[config.mk]
export PLATFORM = sky130hd
export DESIGN_NAME = ssr_regs
export DESIGN_NICKNAME = d
export VERILOG_FILES = /design/src/verilog/ssr_pkg.sv /design/src/verilog/ssr_cmd_tracker.sv /design/src/verilog/ssr_regs.sv
export VERILOG_INCLUDE_DIRS = /design/src /design/src/verilog
export SDC_FILE = /design/constraint.sdc
export NUM_CORES = 1
export LEC_CHECK = 0
export ABC_AREA = 1
export BUFFER_PORTS_ARGS = -buffer_cell sky130_fd_sc_hd__buf_2
export CAP_MARGIN = 30
export CORE_MARGIN = 5
export CORE_UTILIZATION = 48
export DETAILED_ROUTE_END_ITERATION = 7
export PLACE_DENSITY = 0.8
export SKIP_LAST_GASP = 1
export SYNTH_ARGS = -nofsm -noshare
export SYNTH_HDL_FRONTEND = slang
export SYNTH_SLANG_ARGS = --single-unit
[constraint.sdc]
create_clock -name clk -period 1.35 [get_ports clk]
set_input_delay 0.135 -clock clk [delete_from_list [all_inputs] [get_ports clk]]
set_output_delay 0.135 -clock clk [all_outputs]
set_load 0.01 [all_outputs]
[src/verilog/ssr_params.svh]
`ifndef SSR_PARAMS_SVH
`define SSR_PARAMS_SVH

// ----------------------------------------
// Register indices (byte address = index * 4)
// ----------------------------------------
`define SSR_IDX_SLOT_CTL 8'h58
`define SSR_IDX_SLOT_STS 8'h5a
`define SSR_IDX_DEV_CAP2 8'h64
`define SSR_IDX_DEV_CTL2 8'h68
`define SSR_IDX_DEV_STS2 8'h6a
`define SSR_IDX_IRQ_EN 8'h80
`define SSR_IDX_IRQ_CLR 8'h81

// ----------------------------------------
// Slot status fields
// ----------------------------------------
`define SSR_STS_BUTTON 0
`define SSR_STS_PFAULT 1
`define SSR_STS_LATCH_CHG 2
`define SSR_STS_PRES_CHG 3
`define SSR_STS_CMD_DONE 4
`define SSR_STS_LATCH 5
`define SSR_STS_PRESENCE 6
`define SSR_STS_INTERLOCK 7
`define SSR_STS_LINK_CHG 8
`define SSR_EVT_MASK 16'h011f

// ----------------------------------------
// Slot control, capability and control fields
// ----------------------------------------
`define SSR_CTL_MASTER_EN 5
`define SSR_CTL_ACT_LO 6
`define SSR_CTL_ACT_HI 11
`define SSR_CTL_INTERLOCK 11
`define SSR_CTL_LINK_EN 12
`define SSR_CTL_MASK 16'h1fff
`define SSR_ARI_BIT 5

// ----------------------------------------
// Reset values
// ----------------------------------------
`define SSR_RST_SLOT_CTL 16'h01c0
`define SSR_RST_IRQ_EN 16'h0000
`define SSR_RST_LATCH 1'b0
`define SSR_RST_PRESENCE 1'b1

`endif

[src/verilog/ssr_pkg.sv]
package ssr_pkg;

	// Command tracker states
	typedef enum logic [1:0] {
		SSR_IDLE,
		SSR_ISSUE,
		SSR_WAIT,
		SSR_DONE
	} ssr_cmd_state_t;

	// Register data word
	typedef logic [15:0] ssr_half_t;

endpackage

[src/verilog/ssr_cmd_tracker.sv]
`timescale 1ns/1ns
`include "ssr_params.svh"

module ssr_cmd_tracker
	import ssr_pkg::*;
(
	// Clock and reset
	input wire logic clk,
	input wire logic rstn,
	// Command side
	input wire logic start,
	input wire logic need_xact,
	output logic cmd_done,
	output logic busy,
	// I/O expander transaction side
	output logic exp_req,
	input wire logic exp_done
);

	ssr_cmd_state_t state_q;
	logic again_q;

	// --------------------------------
	// Sequencer
	// --------------------------------
	// A command finishes only after its expander transaction ends
	always_ff @(posedge clk) begin
		if (!rstn) begin
			state_q <= SSR_IDLE;
		end else begin
			case (state_q)
				SSR_IDLE: begin
					if (start) begin
						state_q <= need_xact ? SSR_ISSUE : SSR_DONE;
					end
				end
				SSR_ISSUE: begin
					state_q <= SSR_WAIT;
				end
				SSR_WAIT: begin
					if (exp_done) begin
						state_q <= (again_q || start) ? SSR_ISSUE : SSR_DONE;
					end
				end
				SSR_DONE: begin
					state_q <= start ? (need_xact ? SSR_ISSUE : SSR_DONE) : SSR_IDLE;
				end
				default: begin
					state_q <= SSR_IDLE;
				end
			endcase
		end
	end

	// Remember a write that arrives while a transaction is open
	always_ff @(posedge clk) begin
		if (!rstn) begin
			again_q <= 1'b0;
		end else if (start && (state_q == SSR_ISSUE || state_q == SSR_WAIT)) begin
			again_q <= 1'b1;
		end else if (state_q == SSR_ISSUE) begin
			again_q <= 1'b0;
		end
	end

	// Outputs
	assign exp_req = (state_q == SSR_ISSUE) || (state_q == SSR_WAIT);
	assign cmd_done = (state_q == SSR_DONE);
	assign busy = (state_q != SSR_IDLE);

endmodule // ssr_cmd_tracker

[src/verilog/ssr_regs.sv]
// Strobed register access was decided locally.
`timescale 1ns/1ns
`include "ssr_params.svh"

// Summary of operation
// - Button press sets status bit 0
// - Power fault sets status bit 1
// - Latch sensor change sets bit 2
// - Presence change sets bit 3
// - Command completion sets sticky bit 4
// - Slot control writes during an open transaction join that command
// - Completion waits for all expander transactions
// - Live latch state read at bit 5
// - Card presence read at bit 6, reset one
// - Interlock state read at bit 7
// - Link active toggle sets bit 8
// - Forwarding supported bit 5 on downstream only
// - Forwarding enable skips device-number-zero check
// - Enable reads zero without forwarding support
// - Upstream port enable reads zero, ignores writes
// - Interrupt needs master hot-plug enable bit 5

module ssr_regs
	import ssr_pkg::*;
#(
	parameter bit DOWNSTREAM = 1'b1,
	parameter bit ARI_SUPPORT = 1'b1,
	parameter bit HAS_INTERLOCK = 1'b1,
	parameter int ADDR_W = 10
)
(
	// Clock and reset
	input wire logic clk,
	input wire logic rstn,
	// Register port
	input wire logic [ADDR_W-1:0] reg_addr,
	input wire logic [31:0] reg_wdata,
	input wire logic reg_wr,
	input wire logic reg_rd,
	output logic [31:0] reg_rdata,
	// Slot pins
	input wire logic button_pin,
	input wire logic power_fault_pin,
	input wire logic retention_latch_pin,
	input wire logic presence_pin,
	input wire logic interlock_pin,
	// Link layer, same clock
	input wire logic link_active_indication,
	// I/O expander transactions
	output logic exp_req,
	output logic [15:0] exp_ctl,
	input wire logic exp_done,
	// Configuration request conversion
	input wire logic [4:0] cfg_dev_num,
	output logic cfg_dev_ok,
	output logic skip_devnum_check,
	// Interrupt
	output logic hotplug_irq
);

	// ----------------------------------------
	// Elaboration check
	// ----------------------------------------
	// Refuses an address bus too narrow or too wide for the map
	if (ADDR_W < 10 || ADDR_W > 16) begin : g_addr_w_check
		$error("ssr_regs: ADDR_W must lie in 10..16");
	end

	// ----------------------------------------
	// Helpers
	// ----------------------------------------
	// Matches a byte address against a register index
	function automatic logic hit(input logic [ADDR_W-1:0] addr, input logic [7:0] idx);
		hit = (addr == ADDR_W'({idx, 2'b00}));
	endfunction

	// Two flip-flop synchroniser chain update
	function automatic logic [1:0] sync2(input logic [1:0] chain, input logic pin);
		sync2 = {chain[0], pin};
	endfunction

	// ----------------------------------------
	// Declarations
	// ----------------------------------------
	logic [1:0] btn_sync_q;
	logic [1:0] pf_sync_q;
	logic [1:0] latch_sync_q;
	logic [1:0] pres_sync_q;
	logic [1:0] ilk_sync_q;
	logic btn_prev_q;
	logic pf_prev_q;
	logic latch_state_q;
	logic card_presence_state_q;
	logic interlock_state_q;
	logic link_prev_q;
	logic button_pressed_flag_q;
	logic power_fault_flag_q;
	logic latch_sensor_changed_flag_q;
	logic presence_changed_flag_q;
	logic cmd_done_flag_q;
	logic link_active_changed_flag_q;
	ssr_half_t slot_control_q;
	ssr_half_t slot_control_d;
	ssr_half_t irq_en_q;
	logic alt_routing_forward_enable_q;
	logic [31:0] rdata_q;
	logic [31:0] rdata_d;
	ssr_half_t status_w;
	ssr_half_t clr_w;
	logic wr_ctl;
	logic wr_sts;
	logic wr_clr;
	logic ev_button;
	logic ev_pfault;
	logic ev_latch;
	logic ev_pres;
	logic ev_link;
	logic cmd_done;
	logic need_xact;
	logic alt_routing_forward_supported;

	// ----------------------------------------
	// Pin synchronisers
	// ----------------------------------------
	// Every slot pin passes two flip-flops before use
	always_ff @(posedge clk) begin
		if (!rstn) begin
			btn_sync_q <= 2'b00;
			pf_sync_q <= 2'b00;
			latch_sync_q <= {2{`SSR_RST_LATCH}};
			pres_sync_q <= {2{`SSR_RST_PRESENCE}};
			ilk_sync_q <= 2'b00;
		end else begin
			btn_sync_q <= sync2(btn_sync_q, button_pin);
			pf_sync_q <= sync2(pf_sync_q, power_fault_pin);
			latch_sync_q <= sync2(latch_sync_q, retention_latch_pin);
			pres_sync_q <= sync2(pres_sync_q, presence_pin);
			ilk_sync_q <= sync2(ilk_sync_q, interlock_pin);
		end
	end

	// Observed states, one cycle behind the synchronised level or the link indication
	always_ff @(posedge clk) begin
		if (!rstn) begin
			btn_prev_q <= 1'b0;
			pf_prev_q <= 1'b0;
			latch_state_q <= `SSR_RST_LATCH;
			card_presence_state_q <= `SSR_RST_PRESENCE;
			interlock_state_q <= 1'b0;
			link_prev_q <= 1'b0;
		end else begin
			btn_prev_q <= btn_sync_q[1];
			pf_prev_q <= pf_sync_q[1];
			latch_state_q <= latch_sync_q[1];
			card_presence_state_q <= pres_sync_q[1];
			interlock_state_q <= HAS_INTERLOCK & ilk_sync_q[1];
			link_prev_q <= link_active_indication;
		end
	end

	// ----------------------------------------
	// Event detection
	// ----------------------------------------
	// Press and fault are rising edges; the rest are any change
	assign ev_button = btn_sync_q[1] & ~btn_prev_q;
	assign ev_pfault = pf_sync_q[1] & ~pf_prev_q;
	assign ev_latch = latch_sync_q[1] ^ latch_state_q;
	assign ev_pres = pres_sync_q[1] ^ card_presence_state_q;
	assign ev_link = link_active_indication ^ link_prev_q;

	// ----------------------------------------
	// Register decode
	// ----------------------------------------
	assign wr_ctl = reg_wr & hit(reg_addr, `SSR_IDX_SLOT_CTL);
	assign wr_sts = reg_wr & hit(reg_addr, `SSR_IDX_SLOT_STS);
	assign wr_clr = reg_wr & hit(reg_addr, `SSR_IDX_IRQ_CLR);

	// Ones written to status or to the clear register drop flags
	assign clr_w = (wr_sts | wr_clr) ? (reg_wdata[15:0] & `SSR_EVT_MASK) : 16'h0000;

	// ----------------------------------------
	// Sticky event flags
	// ----------------------------------------
	// A new event in the clearing cycle keeps its flag set
	always_ff @(posedge clk) begin
		if (!rstn) begin
			button_pressed_flag_q <= 1'b0;
		end else if (ev_button) begin
			button_pressed_flag_q <= 1'b1;
		end else if (clr_w[`SSR_STS_BUTTON]) begin
			button_pressed_flag_q <= 1'b0;
		end
	end

	// Power fault flag
	always_ff @(posedge clk) begin
		if (!rstn) begin
			power_fault_flag_q <= 1'b0;
		end else if (ev_pfault) begin
			power_fault_flag_q <= 1'b1;
		end else if (clr_w[`SSR_STS_PFAULT]) begin
			power_fault_flag_q <= 1'b0;
		end
	end

	// Latch sensor change flag
	always_ff @(posedge clk) begin
		if (!rstn) begin
			latch_sensor_changed_flag_q <= 1'b0;
		end else if (ev_latch) begin
			latch_sensor_changed_flag_q <= 1'b1;
		end else if (clr_w[`SSR_STS_LATCH_CHG]) begin
			latch_sensor_changed_flag_q <= 1'b0;
		end
	end

	// Presence change flag
	always_ff @(posedge clk) begin
		if (!rstn) begin
			presence_changed_flag_q <= 1'b0;
		end else if (ev_pres) begin
			presence_changed_flag_q <= 1'b1;
		end else if (clr_w[`SSR_STS_PRES_CHG]) begin
			presence_changed_flag_q <= 1'b0;
		end
	end

	// Command completed flag stays set until cleared by a write of one
	always_ff @(posedge clk) begin
		if (!rstn) begin
			cmd_done_flag_q <= 1'b0;
		end else if (cmd_done) begin
			cmd_done_flag_q <= 1'b1;
		end else if (clr_w[`SSR_STS_CMD_DONE]) begin
			cmd_done_flag_q <= 1'b0;
		end
	end

	// Link active change flag
	always_ff @(posedge clk) begin
		if (!rstn) begin
			link_active_changed_flag_q <= 1'b0;
		end else if (ev_link) begin
			link_active_changed_flag_q <= 1'b1;
		end else if (clr_w[`SSR_STS_LINK_CHG]) begin
			link_active_changed_flag_q <= 1'b0;
		end
	end

	// Status word; bits 15:9 stay zero
	always_comb begin
		status_w = 16'h0000;
		status_w[`SSR_STS_BUTTON] = button_pressed_flag_q;
		status_w[`SSR_STS_PFAULT] = power_fault_flag_q;
		status_w[`SSR_STS_LATCH_CHG] = latch_sensor_changed_flag_q;
		status_w[`SSR_STS_PRES_CHG] = presence_changed_flag_q;
		status_w[`SSR_STS_CMD_DONE] = cmd_done_flag_q;
		status_w[`SSR_STS_LATCH] = latch_state_q;
		status_w[`SSR_STS_PRESENCE] = card_presence_state_q;
		status_w[`SSR_STS_INTERLOCK] = interlock_state_q;
		status_w[`SSR_STS_LINK_CHG] = link_active_changed_flag_q;
	end

	// ----------------------------------------
	// Slot control and command tracking
	// ----------------------------------------
	// Interlock control is a toggle request and never stored
	always_comb begin
		slot_control_d = reg_wdata[15:0] & `SSR_CTL_MASK;
		slot_control_d[`SSR_CTL_INTERLOCK] = 1'b0;
	end

	// Stores enables and actuator settings
	always_ff @(posedge clk) begin
		if (!rstn) begin
			slot_control_q <= `SSR_RST_SLOT_CTL;
		end else if (wr_ctl) begin
			slot_control_q <= slot_control_d;
		end
	end

	// Actuator fields that change, or an interlock toggle, need the expander
	assign need_xact = |((slot_control_d[`SSR_CTL_ACT_HI:`SSR_CTL_ACT_LO]
		^ slot_control_q[`SSR_CTL_ACT_HI:`SSR_CTL_ACT_LO])) | reg_wdata[`SSR_CTL_INTERLOCK];

	// Expander sees the settings including a pending interlock toggle
	always_ff @(posedge clk) begin
		if (!rstn) begin
			exp_ctl <= `SSR_RST_SLOT_CTL;
		end else if (wr_ctl) begin
			exp_ctl <= {slot_control_d[15:12], reg_wdata[`SSR_CTL_INTERLOCK], slot_control_d[10:0]};
		end
	end

	// One write, one command, however many fields it touches
	ssr_cmd_tracker u_cmd (
		.clk(clk),
		.rstn(rstn),
		.start(wr_ctl),
		.need_xact(need_xact),
		.cmd_done(cmd_done),
		.busy(),
		.exp_req(exp_req),
		.exp_done(exp_done)
	);

	// ----------------------------------------
	// Alternative routing forwarding
	// ----------------------------------------
	// Supported only on a downstream port that has the feature
	assign alt_routing_forward_supported = DOWNSTREAM & ARI_SUPPORT;

	// Enable is writable only where supported
	always_ff @(posedge clk) begin
		if (!rstn) begin
			alt_routing_forward_enable_q <= 1'b0;
		end else if (!alt_routing_forward_supported) begin
			alt_routing_forward_enable_q <= 1'b0;
		end else if (reg_wr && hit(reg_addr, `SSR_IDX_DEV_CTL2)) begin
			alt_routing_forward_enable_q <= reg_wdata[`SSR_ARI_BIT];
		end
	end

	// Device number check on type 1 to type 0 conversion
	assign skip_devnum_check = alt_routing_forward_enable_q;
	assign cfg_dev_ok = alt_routing_forward_enable_q | (cfg_dev_num == 5'h00);

	// ----------------------------------------
	// Interrupt
	// ----------------------------------------
	// Enable register of status layout, cleared flags by write of one
	always_ff @(posedge clk) begin
		if (!rstn) begin
			irq_en_q <= `SSR_RST_IRQ_EN;
		end else if (reg_wr && hit(reg_addr, `SSR_IDX_IRQ_EN)) begin
			irq_en_q <= reg_wdata[15:0] & `SSR_EVT_MASK;
		end
	end

	// Level output, gated by the master hot-plug enable
	assign hotplug_irq = slot_control_q[`SSR_CTL_MASTER_EN]
		& |(status_w & irq_en_q & `SSR_EVT_MASK);

	// ----------------------------------------
	// Read data
	// ----------------------------------------
	// Unmapped and write-only addresses read as zero
	always_comb begin
		rdata_d = 32'h0000_0000;
		if (hit(reg_addr, `SSR_IDX_SLOT_CTL)) begin
			rdata_d[15:0] = slot_control_q;
		end else if (hit(reg_addr, `SSR_IDX_SLOT_STS)) begin
			rdata_d[15:0] = status_w;
		end else if (hit(reg_addr, `SSR_IDX_DEV_CAP2)) begin
			rdata_d[`SSR_ARI_BIT] = alt_routing_forward_supported;
		end else if (hit(reg_addr, `SSR_IDX_DEV_CTL2)) begin
			rdata_d[`SSR_ARI_BIT] = alt_routing_forward_enable_q;
		end else if (hit(reg_addr, `SSR_IDX_IRQ_EN)) begin
			rdata_d[15:0] = irq_en_q;
		end
	end

	// Read data stand in the cycle after the strobe only
	always_ff @(posedge clk) begin
		if (!rstn) begin
			rdata_q <= 32'h0000_0000;
		end else if (reg_rd) begin
			rdata_q <= rdata_d;
		end else begin
			rdata_q <= 32'h0000_0000;
		end
	end

	assign reg_rdata = rdata_q;

endmodule // ssr_regs
==> results of run 1 <==
power by group:
part / switching (mW) / internal (mW)
logic: 0.417 / 0.301
clock network: 0.607 / 0.870
registers: 0.0460 / 1.77
cell usage in the layout (no fill, tap or decap), types with 7 or more instances in the layout:
cell,count
o21ai_0,18
buf_2,67
conb_1,23
nor2_1,18
nand2_2,7
a21oi_1,35
inv_1,49
clkbuf_8,10
dfxtp_1,52
nand2_1,67
nand3_1,22
buf_4,10
tightest hold or removal path: cells and delay by family:
family | cells | cell delay, ns
buffers and inverters | 2 | 0.12
AND/OR/NAND/NOR | 1 | 0.04
cells in the mapped netlist, types with 2 or more instances:
cell      number  area (um^2)
inv_2          2         7.51
xnor2_1        3         26.3
o21ai_1        5         25.0
dfxtp_1       57         1140
o21ai_0       18         90.1
nand2_2        4         25.0
inv_1         50          188
buf_2          2         10.0
or2_2          4         25.0
clkbuf_1       3         11.3
nor2_4         2         22.5
nor2_1        18         67.6
buf_4         23          173
a21oi_1       35          175
ha_1           5         62.6
o211ai_1       3         22.5
buf_6          2         22.5
buf_1          2         7.51
nand3_1       22          110
nand2_1       70          263
nor3_1         6         30.0
state kept, by name, summed over array words and instances, names as in the netlist, 2 cells and up:
register	count
ilk_sync_q	2
btn_sync_q	2
irq_en_q	6
exp_ctl	13
pf_sync_q	2
latch_sync_q	2
reg_rdata	12
u_cmd.state_q	2
pres_sync_q	2
stage by stage:
stage,instance area (um^2),hold slack [ns],power [mW]
floorplan,2690,0.233,2.32
global placement,2950,0.319,2.43
detailed placement,2950,0.321,2.46
CTS,3200,0.00380,3.96
global route,3220,0.0219,4.23
finish,3220,-0.00365,4.01
timing repair:
action	in CTS	in global routing
hold endpoints to repair	4	0
pin swaps	2	4
setup buffers	1	0
gates resized for setup	6	7
hold buffers	4	0
endpoints found under the setup margin	2	2
worst min-delay path by stage:
stage | depth (start not counted) | from | slack (ns) | to
after floorplan | 2 | button_pin | 0.23 | btn_sync_q[0]
after global placement | 3 | retention_latch_pin | 0.32 | latch_sync_q[0]
after detailed placement | 3 | interlock_pin | 0.32 | ilk_sync_q[0]
after CTS | 3 | button_pin | 0.004 | btn_sync_q[0]
after global routing | 3 | button_pin | 0.02 | btn_sync_q[0]
final | 3 | button_pin | -0.004 | btn_sync_q[0]
cell type report:
type,count,area (um^2)
clock buffer,10,138
clock inverter,4,45.0
fill,453,1950
inverter,53,199
multi-input combinational,228,1150
sequential,57,1150
tap,70,87.6
timing repair buffer,81,450
routing by layer:
metal | vias up | share of wire (%) | routed length (um) | track usage, %
met5 | - | 0 | 0 | 0
met4 | 0 | 1.3 | 77 | 6.87
met3 | 10 | 7.4 | 450 | 4.94
met2 | 86 | 51 | 3110 | 30.8
met1 | 1074 | 40 | 2450 | 19.4
li1 | 1217 | - | - | -
cells by family (layout without fill, tap and decap cells):
logic type | count (synthesis) | count (layout) | synth area share (%)
simple gates | 132 | 132 | 23.1
buf+inv | 85 | 148 | 16.2
compound gates | 65 | 65 | 13.3
flops | 57 | 57 | 43.8
fa+ha+maj | 5 | 5 | 2.40
xor+xnor | 3 | 3 | 1.01
other cells | 1 | 23 | 0.144
==> metrics.md, run 1 <==
| Metric | Value |
|---|---|
| Status | complete, but fails checks |
| Failing checks | hold timing, setup timing |
| Max clock buf depth | 2 |
| WP buf/inv | 1 |
| Critical path class | reg2out |
| Post-synth EDFFs | 0 |
| Worst skew pair latency | 0.33 ns |
| Reg clk slew, reported paths | 0.06 ns |
| Worst setup startpoint | link_active_changed_flag_q |
| Crit path capture | hotplug_irq |
| Io pins | 110 |
| Via count | 2387 |
| Max FO, Critical Path | 3 |
| Capturing element type of the critical path | primary output |
| Drt pass-1 iters | 6 |
| Fmax | 718 MHz |
| Leak | 1.61 nW |
| Crit path depth | 5 |
| Mean area per synthesized cell | 7.48 um^2 |
| Num Clock Sinks | 57 |
| Min Clock Period, post-route | 1.39 ns |
| Post-DP HPWL | 4.44 mm |
| Top delay family on crit path | flip-flops |
| Register area share after synthesis | 43.8% |
| CP arrival | 1.26 ns |
| R2R Setup Slk | 0.12 ns |
| Cell Chain, Critical Path | nand2_2 -> nand2_2 -> a221oi_2 -> a31oi_1 -> buf_2 |
| Die height | 83.7 um |
| Hold Crit Class | in2reg |
| Number of global-route vias before repair | 2236 |
| H-tree depth | 3 |
| Share of layout cells above drive strength 1 | 27.7% |
| Final Max Slew Viols | 0 |
| CTS Buf Count | 9 |
| Final Wtd Congestion | 0.867 |
| Register bit total from synthesis | 57 |
| Crit path largest cell delay | 0.33 ns |
| Clk root buf | clkbuf_8 |
| DRC Markers | 0 |
| Post-route setup TNS | -0.0418 ns |
| Final WL | 6.08 mm |
| DIE AREA | 7000 um^2 |
| Avg WL per Cell | 12.1 um |
| Grt ovf | 0 |
| ANT cells | 0 |
| RR Startpoint | u_cmd.state_q[0] |
| DR iter-0 viols | 186 |
| Chip width | 83.7 um |
| Yosys warning total | 0 |
| Fin crit share | 103% |
| # port buffers | 67 |
| Total core area | 5170 um^2 |
| Final nets | 493 |
| Tot GR Track Use | 17.3% |
| CTS tree | done |
| Reported max-cap violation count | 0 |
| Drt via density | 4.75 |
| Worst slack at placement | -0.00354 ns |
| Post-route ant nets | 0 |
| Finish-stage setup viols | 1 |
| FP Rows | 26 |
| Worst Path Required | 1.22 ns |
| Area delta synth->final | 23.7% |
| Mapped Area | 2600 um^2 |
| Initial antenna violation count | 0 |
| Inst Count DP | 484 |
| Most common cell on crit path | nand2_2 |
| Final Non-Filler Cells | 503 |
| Clock Skews | 0.00566 ns |
| Crit Reg-Reg Endpoint | u_cmd.state_q[1] |
| Largest net degree at the start of global routing | 28 |
| Main synth FF type | dfxtp_1 |
| RSZ-0062 raised after global routing | true |
| Final Worst Setup Slack | -0.0418 ns |
| Power per Cell Area | 1240 nW/um^2 |
| Synth unique cells | 33 |
| Critical path's slowest cell | dfxtp_2 |
| Synthesized netlist cell count | 348 |
| First-pass GRT wire length | 9.93 mm |
| WHS | -0.00365 ns |
| Share of flip-flops with an asynchronous set or reset | 0% |
| Worst Reg-to-Reg Cells | 9 |
| Final core occ | 62.3% |
| Crit path launch type | flop |
| Hold Fails Final Rpt | 1 |
| Initial core utilization | 50.3% |
| Worst vdd ir | 0.933 mV |
Note: power is estimated with default switching activity, not from simulation.
==> run 2, diff against run 1 <==
- ABC_AREA: 1 -> not set
- CORE_MARGIN: 5 -> 1
- CORE_UTILIZATION: 48 -> 47
- PLACE_DENSITY: 0.8 -> 0.79
==> metrics.md, run 2 <==
| Metric | Value |
|---|---|
| Cell taking the most area after synthesis | dfxtp_1 (unchanged) |
| Min-Delay Endpoint | link_prev_q (was btn_sync_q[0]) |
| Min Clock Period, post-route | 1.38 ns (was 1.39 ns) |
| ANT cells | 0 (unchanged) |
| Post-DP HPWL | 4.20 mm (was 4.44 mm) |
| Drt via density | 4.82 (was 4.75) |
| Main synth FF type | dfxtp_1 (unchanged) |
| Avg WL per Cell | 12.5 um (was 12.1 um) |
| Sequential cell area | 1140 um^2 (was 1150 um^2) |
| Clk root buf | clkbuf_8 (unchanged) |
| Num Clock Sinks | 57 (unchanged) |
| Yosys warning total | 0 (unchanged) |
| Post-synth EDFFs | 0 (unchanged) |
| CP arrival | 1.60 ns (was 1.26 ns) |
| Sw frac | 26.2% (was 26.7%) |
| Worst Path Required | 1.58 ns (was 1.22 ns) |
| Area delta synth->final | 30.8% (was 23.7%) |
| RSZ-0062 raised after global routing | true (unchanged) |
| Multi-input logic area | 1300 um^2 (was 1150 um^2) |
| Number of global-route vias before repair | 2072 (was 2236) |
| Synthesized netlist cell count | 281 (was 348) |
| Fill count | 443 (was 453) |
| Worst hold path depth | 2 (was 3) |
| Post-route ant nets | 0 (unchanged) |
| Mapped Area | 2580 um^2 (was 2600 um^2) |
| Final WL | 5.67 mm (was 6.08 mm) |
| Via count | 2185 (was 2387) |
| DRC Markers | 0 (unchanged) |
| H-tree depth | 3 (unchanged) |
| Power per Cell Area | 1210 nW/um^2 (was 1240 nW/um^2) |
| FP Rows | 26 (unchanged) |
| Mean area per synthesized cell | 9.19 um^2 (was 7.48 um^2) |
| Max FO, Critical Path | 3 (unchanged) |
| Fmax | 726 MHz (was 718 MHz) |
| Register bit total from synthesis | 57 (unchanged) |
| Critical path class | reg2reg (was reg2out) |
| Worst vdd ir | 0.902 mV (was 0.933 mV) |
| Final Worst Setup Slack | -0.0281 ns (was -0.0418 ns) |
| Worst Min Path Start | link_active_indication (was button_pin) |
| Hold Crit Class | in2reg (unchanged) |
| Share of the synthesized area in the top cell type | 44.2% (was 43.8%) |
| DR iter-0 viols | 150 (was 186) |
| Drt pass-1 iters | 7 (was 6) |
| Count leader, synth | dfxtp_1 (was nand2_1) |
| Total core area | 5200 um^2 (was 5170 um^2) |
| Crit Reg-Reg Endpoint | u_cmd.state_q[1] (unchanged) |
| Initial core utilization | 49.6% (was 50.3%) |
| Share of flip-flops with an asynchronous set or reset | 0% (unchanged) |
| Capturing element type of the critical path | flop (was primary output) |
| Most instantiated cells after synthesis | dfxtp_1 (57), nand2_1 (36), buf_4 (23), and2_1 (16), a21boi_0 (15) (was nand2_1 (70), dfxtp_1 (57), inv_1 (50), a21oi_1 (35), buf_4 (23)) |
| Failing checks | setup timing (was hold timing, setup timing) |
| Leak | 1.48 nW (was 1.61 nW) |
| R2R Setup Slk | -0.03 ns (was 0.12 ns) |
| Max clock buf depth | 2 (unchanged) |
| Flop pwr share | 44.1% (was 45.2%) |
| Io pins | 110 (unchanged) |
| # port buffers | 67 (unchanged) |
| Share of layout cells above drive strength 1 | 33.4% (was 27.7%) |
| Clock share of power | 33.5% (was 36.9%) |
| Post-route setup TNS | -0.0565 ns (was -0.0418 ns) |
| Leading cell type in the layout, fill and taps excluded | buf_2 |
| Final nets | 441 (was 493) |
| Clock Skews | 0.00531 ns (was 0.00566 ns) |
| Final Wtd Congestion | 0.882 (was 0.867) |
| Grt ovf | 0 (unchanged) |
| Largest register by flop count | exp_ctl (unchanged) |
| First-pass GRT wire length | 9.37 mm (was 9.93 mm) |
| Ranking of synthesized cells by area | dfxtp_1 (44%), buf_4 (6.7%), nand2_1 (5.2%) (was dfxtp_1 (44%), nand2_1 (10%), inv_1 (7.2%)) |
| Reg clk slew, reported paths | 0.06 ns (about the same) |
| Tot GR Track Use | 20.7% (was 17.3%) |
| Reported max-cap violation count | 0 (unchanged) |
| Worst skew pair latency | 0.33 ns (about the same) |
| RR Startpoint | u_cmd.state_q[1] (was u_cmd.state_q[0]) |
| Die height | 76.1 um (was 83.7 um) |
| Finish-stage setup viols | 3 (was 1) |
| CTS Buf Count | 9 (unchanged) |
| Fin crit share | 102% (was 103%) |
| Chip width | 76.1 um (was 83.7 um) |
| Internal cell power | 3.01 mW (was 2.94 mW) |
| Worst Reg-to-Reg Cells | 6 (was 9) |
| Synth unique cells | 47 (was 33) |
| Final core occ | 64.9% (was 62.3%) |
| Initial antenna violation count | 0 (unchanged) |
| Hold Fails Final Rpt | 0 (was 1) |
| Sw power | 1.07 mW (about the same) |
| Comb pwr share | 22.4% (was 17.9%) |
| Status | complete, but fails checks (unchanged) |
| Largest net degree at the start of global routing | 30 (was 28) |
| Crit path launch type | flop (unchanged) |
| Largest register FFs | 13 (unchanged) |
| DIE AREA | 5800 um^2 (was 7000 um^2) |
| Register area share after synthesis | 44.2% (was 43.8%) |
| CTS tree | done (unchanged) |
| Commonest non-fill, non-tap cells in the layout | buf_2 (66), dfxtp_1 (54), nand2_1 (36) (was nand2_1 (67), buf_2 (67), dfxtp_1 (52)) |
| Final Max Slew Viols | 0 (unchanged) |
| WHS | 0.0421 ns (was -0.00365 ns) |
==> run 2: worst max path at each step <==
stage                          start                    endpoint  slack, ns  cells past startpoint
global placement         reg_addr[9]  link_active_changed_flag_q      -0.13                      6
floorplan           u_cmd.state_q[0]            u_cmd.state_q[1]       0.02                      6
finish              u_cmd.state_q[1]            u_cmd.state_q[1]      -0.03                      6
detailed placement       reg_addr[1]                  exp_ctl[9]      -0.18                      8
global route        u_cmd.state_q[1]            u_cmd.state_q[1]      -0.06                      6
CTS                 u_cmd.state_q[1]            u_cmd.state_q[1]      0.002                      6
==> run 2: cell type report <==
cell class              instances  share of cell area [%]
clock buffers                  13                    4.70
clock inverters                 3                   0.444
inverters                      10                    1.19
multi-input cells             200                    38.4
flip-flops and latches         57                    33.9
well taps                      70                    2.59
repair buffers                100                    18.8
==> run 2: routing by layer <==
metal	GRT usage, %	up-vias	part of all wire (%)
met1	23.2	987	41
met2	35.5	84	51
met5	0	-	0
li1	-	1106	-
met3	9.22	8	7.0
met4	5.77	0	1.4
==> run 2: logic make-up (layout without fill, tap and decap cells) <==
| logic type | Yosys count | count (layout) | synth area share (%) |
|---|---|---|---|
| multiplexers | 1 | 1 | 0.387 |
| flip-flops | 57 | 57 | 44.2 |
| XOR/XNOR | 8 | 8 | 2.71 |
| AO/OA/AOI/OAI | 60 | 60 | 17.8 |
| adder cells (fa/ha/maj) | 5 | 5 | 2.42 |
| other | 1 | 23 | 0.145 |
| AND/OR/NAND/NOR | 103 | 103 | 21.6 |
| buffers and inverters | 46 | 126 | 10.8 |
==> run 2: timing repair <==
item / in CTS / in global routing
cloned: 0 / 0
endpoints found under the setup margin: 3 / 4
gates resized for setup: 8 / 4
setup buffers: 1 / 0
pin swaps: 5 / 1
endpoints found under the hold margin: 4 / 1
hold buffers: 4 / 1
==> run 2: metrics by stage <==
step	cells	setup slack, ns	cell area, um^2	total power [mW]
6_report	453	-0.0281	3380	4.08
4_1_cts	452	0.00245	3350	4.05
2_1_floorplan	303	0.0222	2680	2.26
3_3_place_gp	431	-0.126	3090	2.50
3_5_place_dp	431	-0.182	3090	2.52
5_1_grt	453	-0.0572	3380	4.28
==> run 2: power groups by stage <==
stage,registers [mW],logic (mW),clock network [mW]
2_1_floorplan,1.82,0.442,0
3_3_place_gp,1.82,0.682,0
3_5_place_dp,1.82,0.698,0
4_1_cts,1.79,0.858,1.40
5_1_grt,1.80,0.982,1.49
6_report,1.80,0.914,1.37
==> run 2: critical path, stage by stage, from the launching register on <==
cell	delay, ns
dfxtp_2	0.34
buf_6	0.12
ha_4	0.15
nor2b_4	0.12
and3b_1	0.24
o22ai_2	0.07
o221a_2	0.23
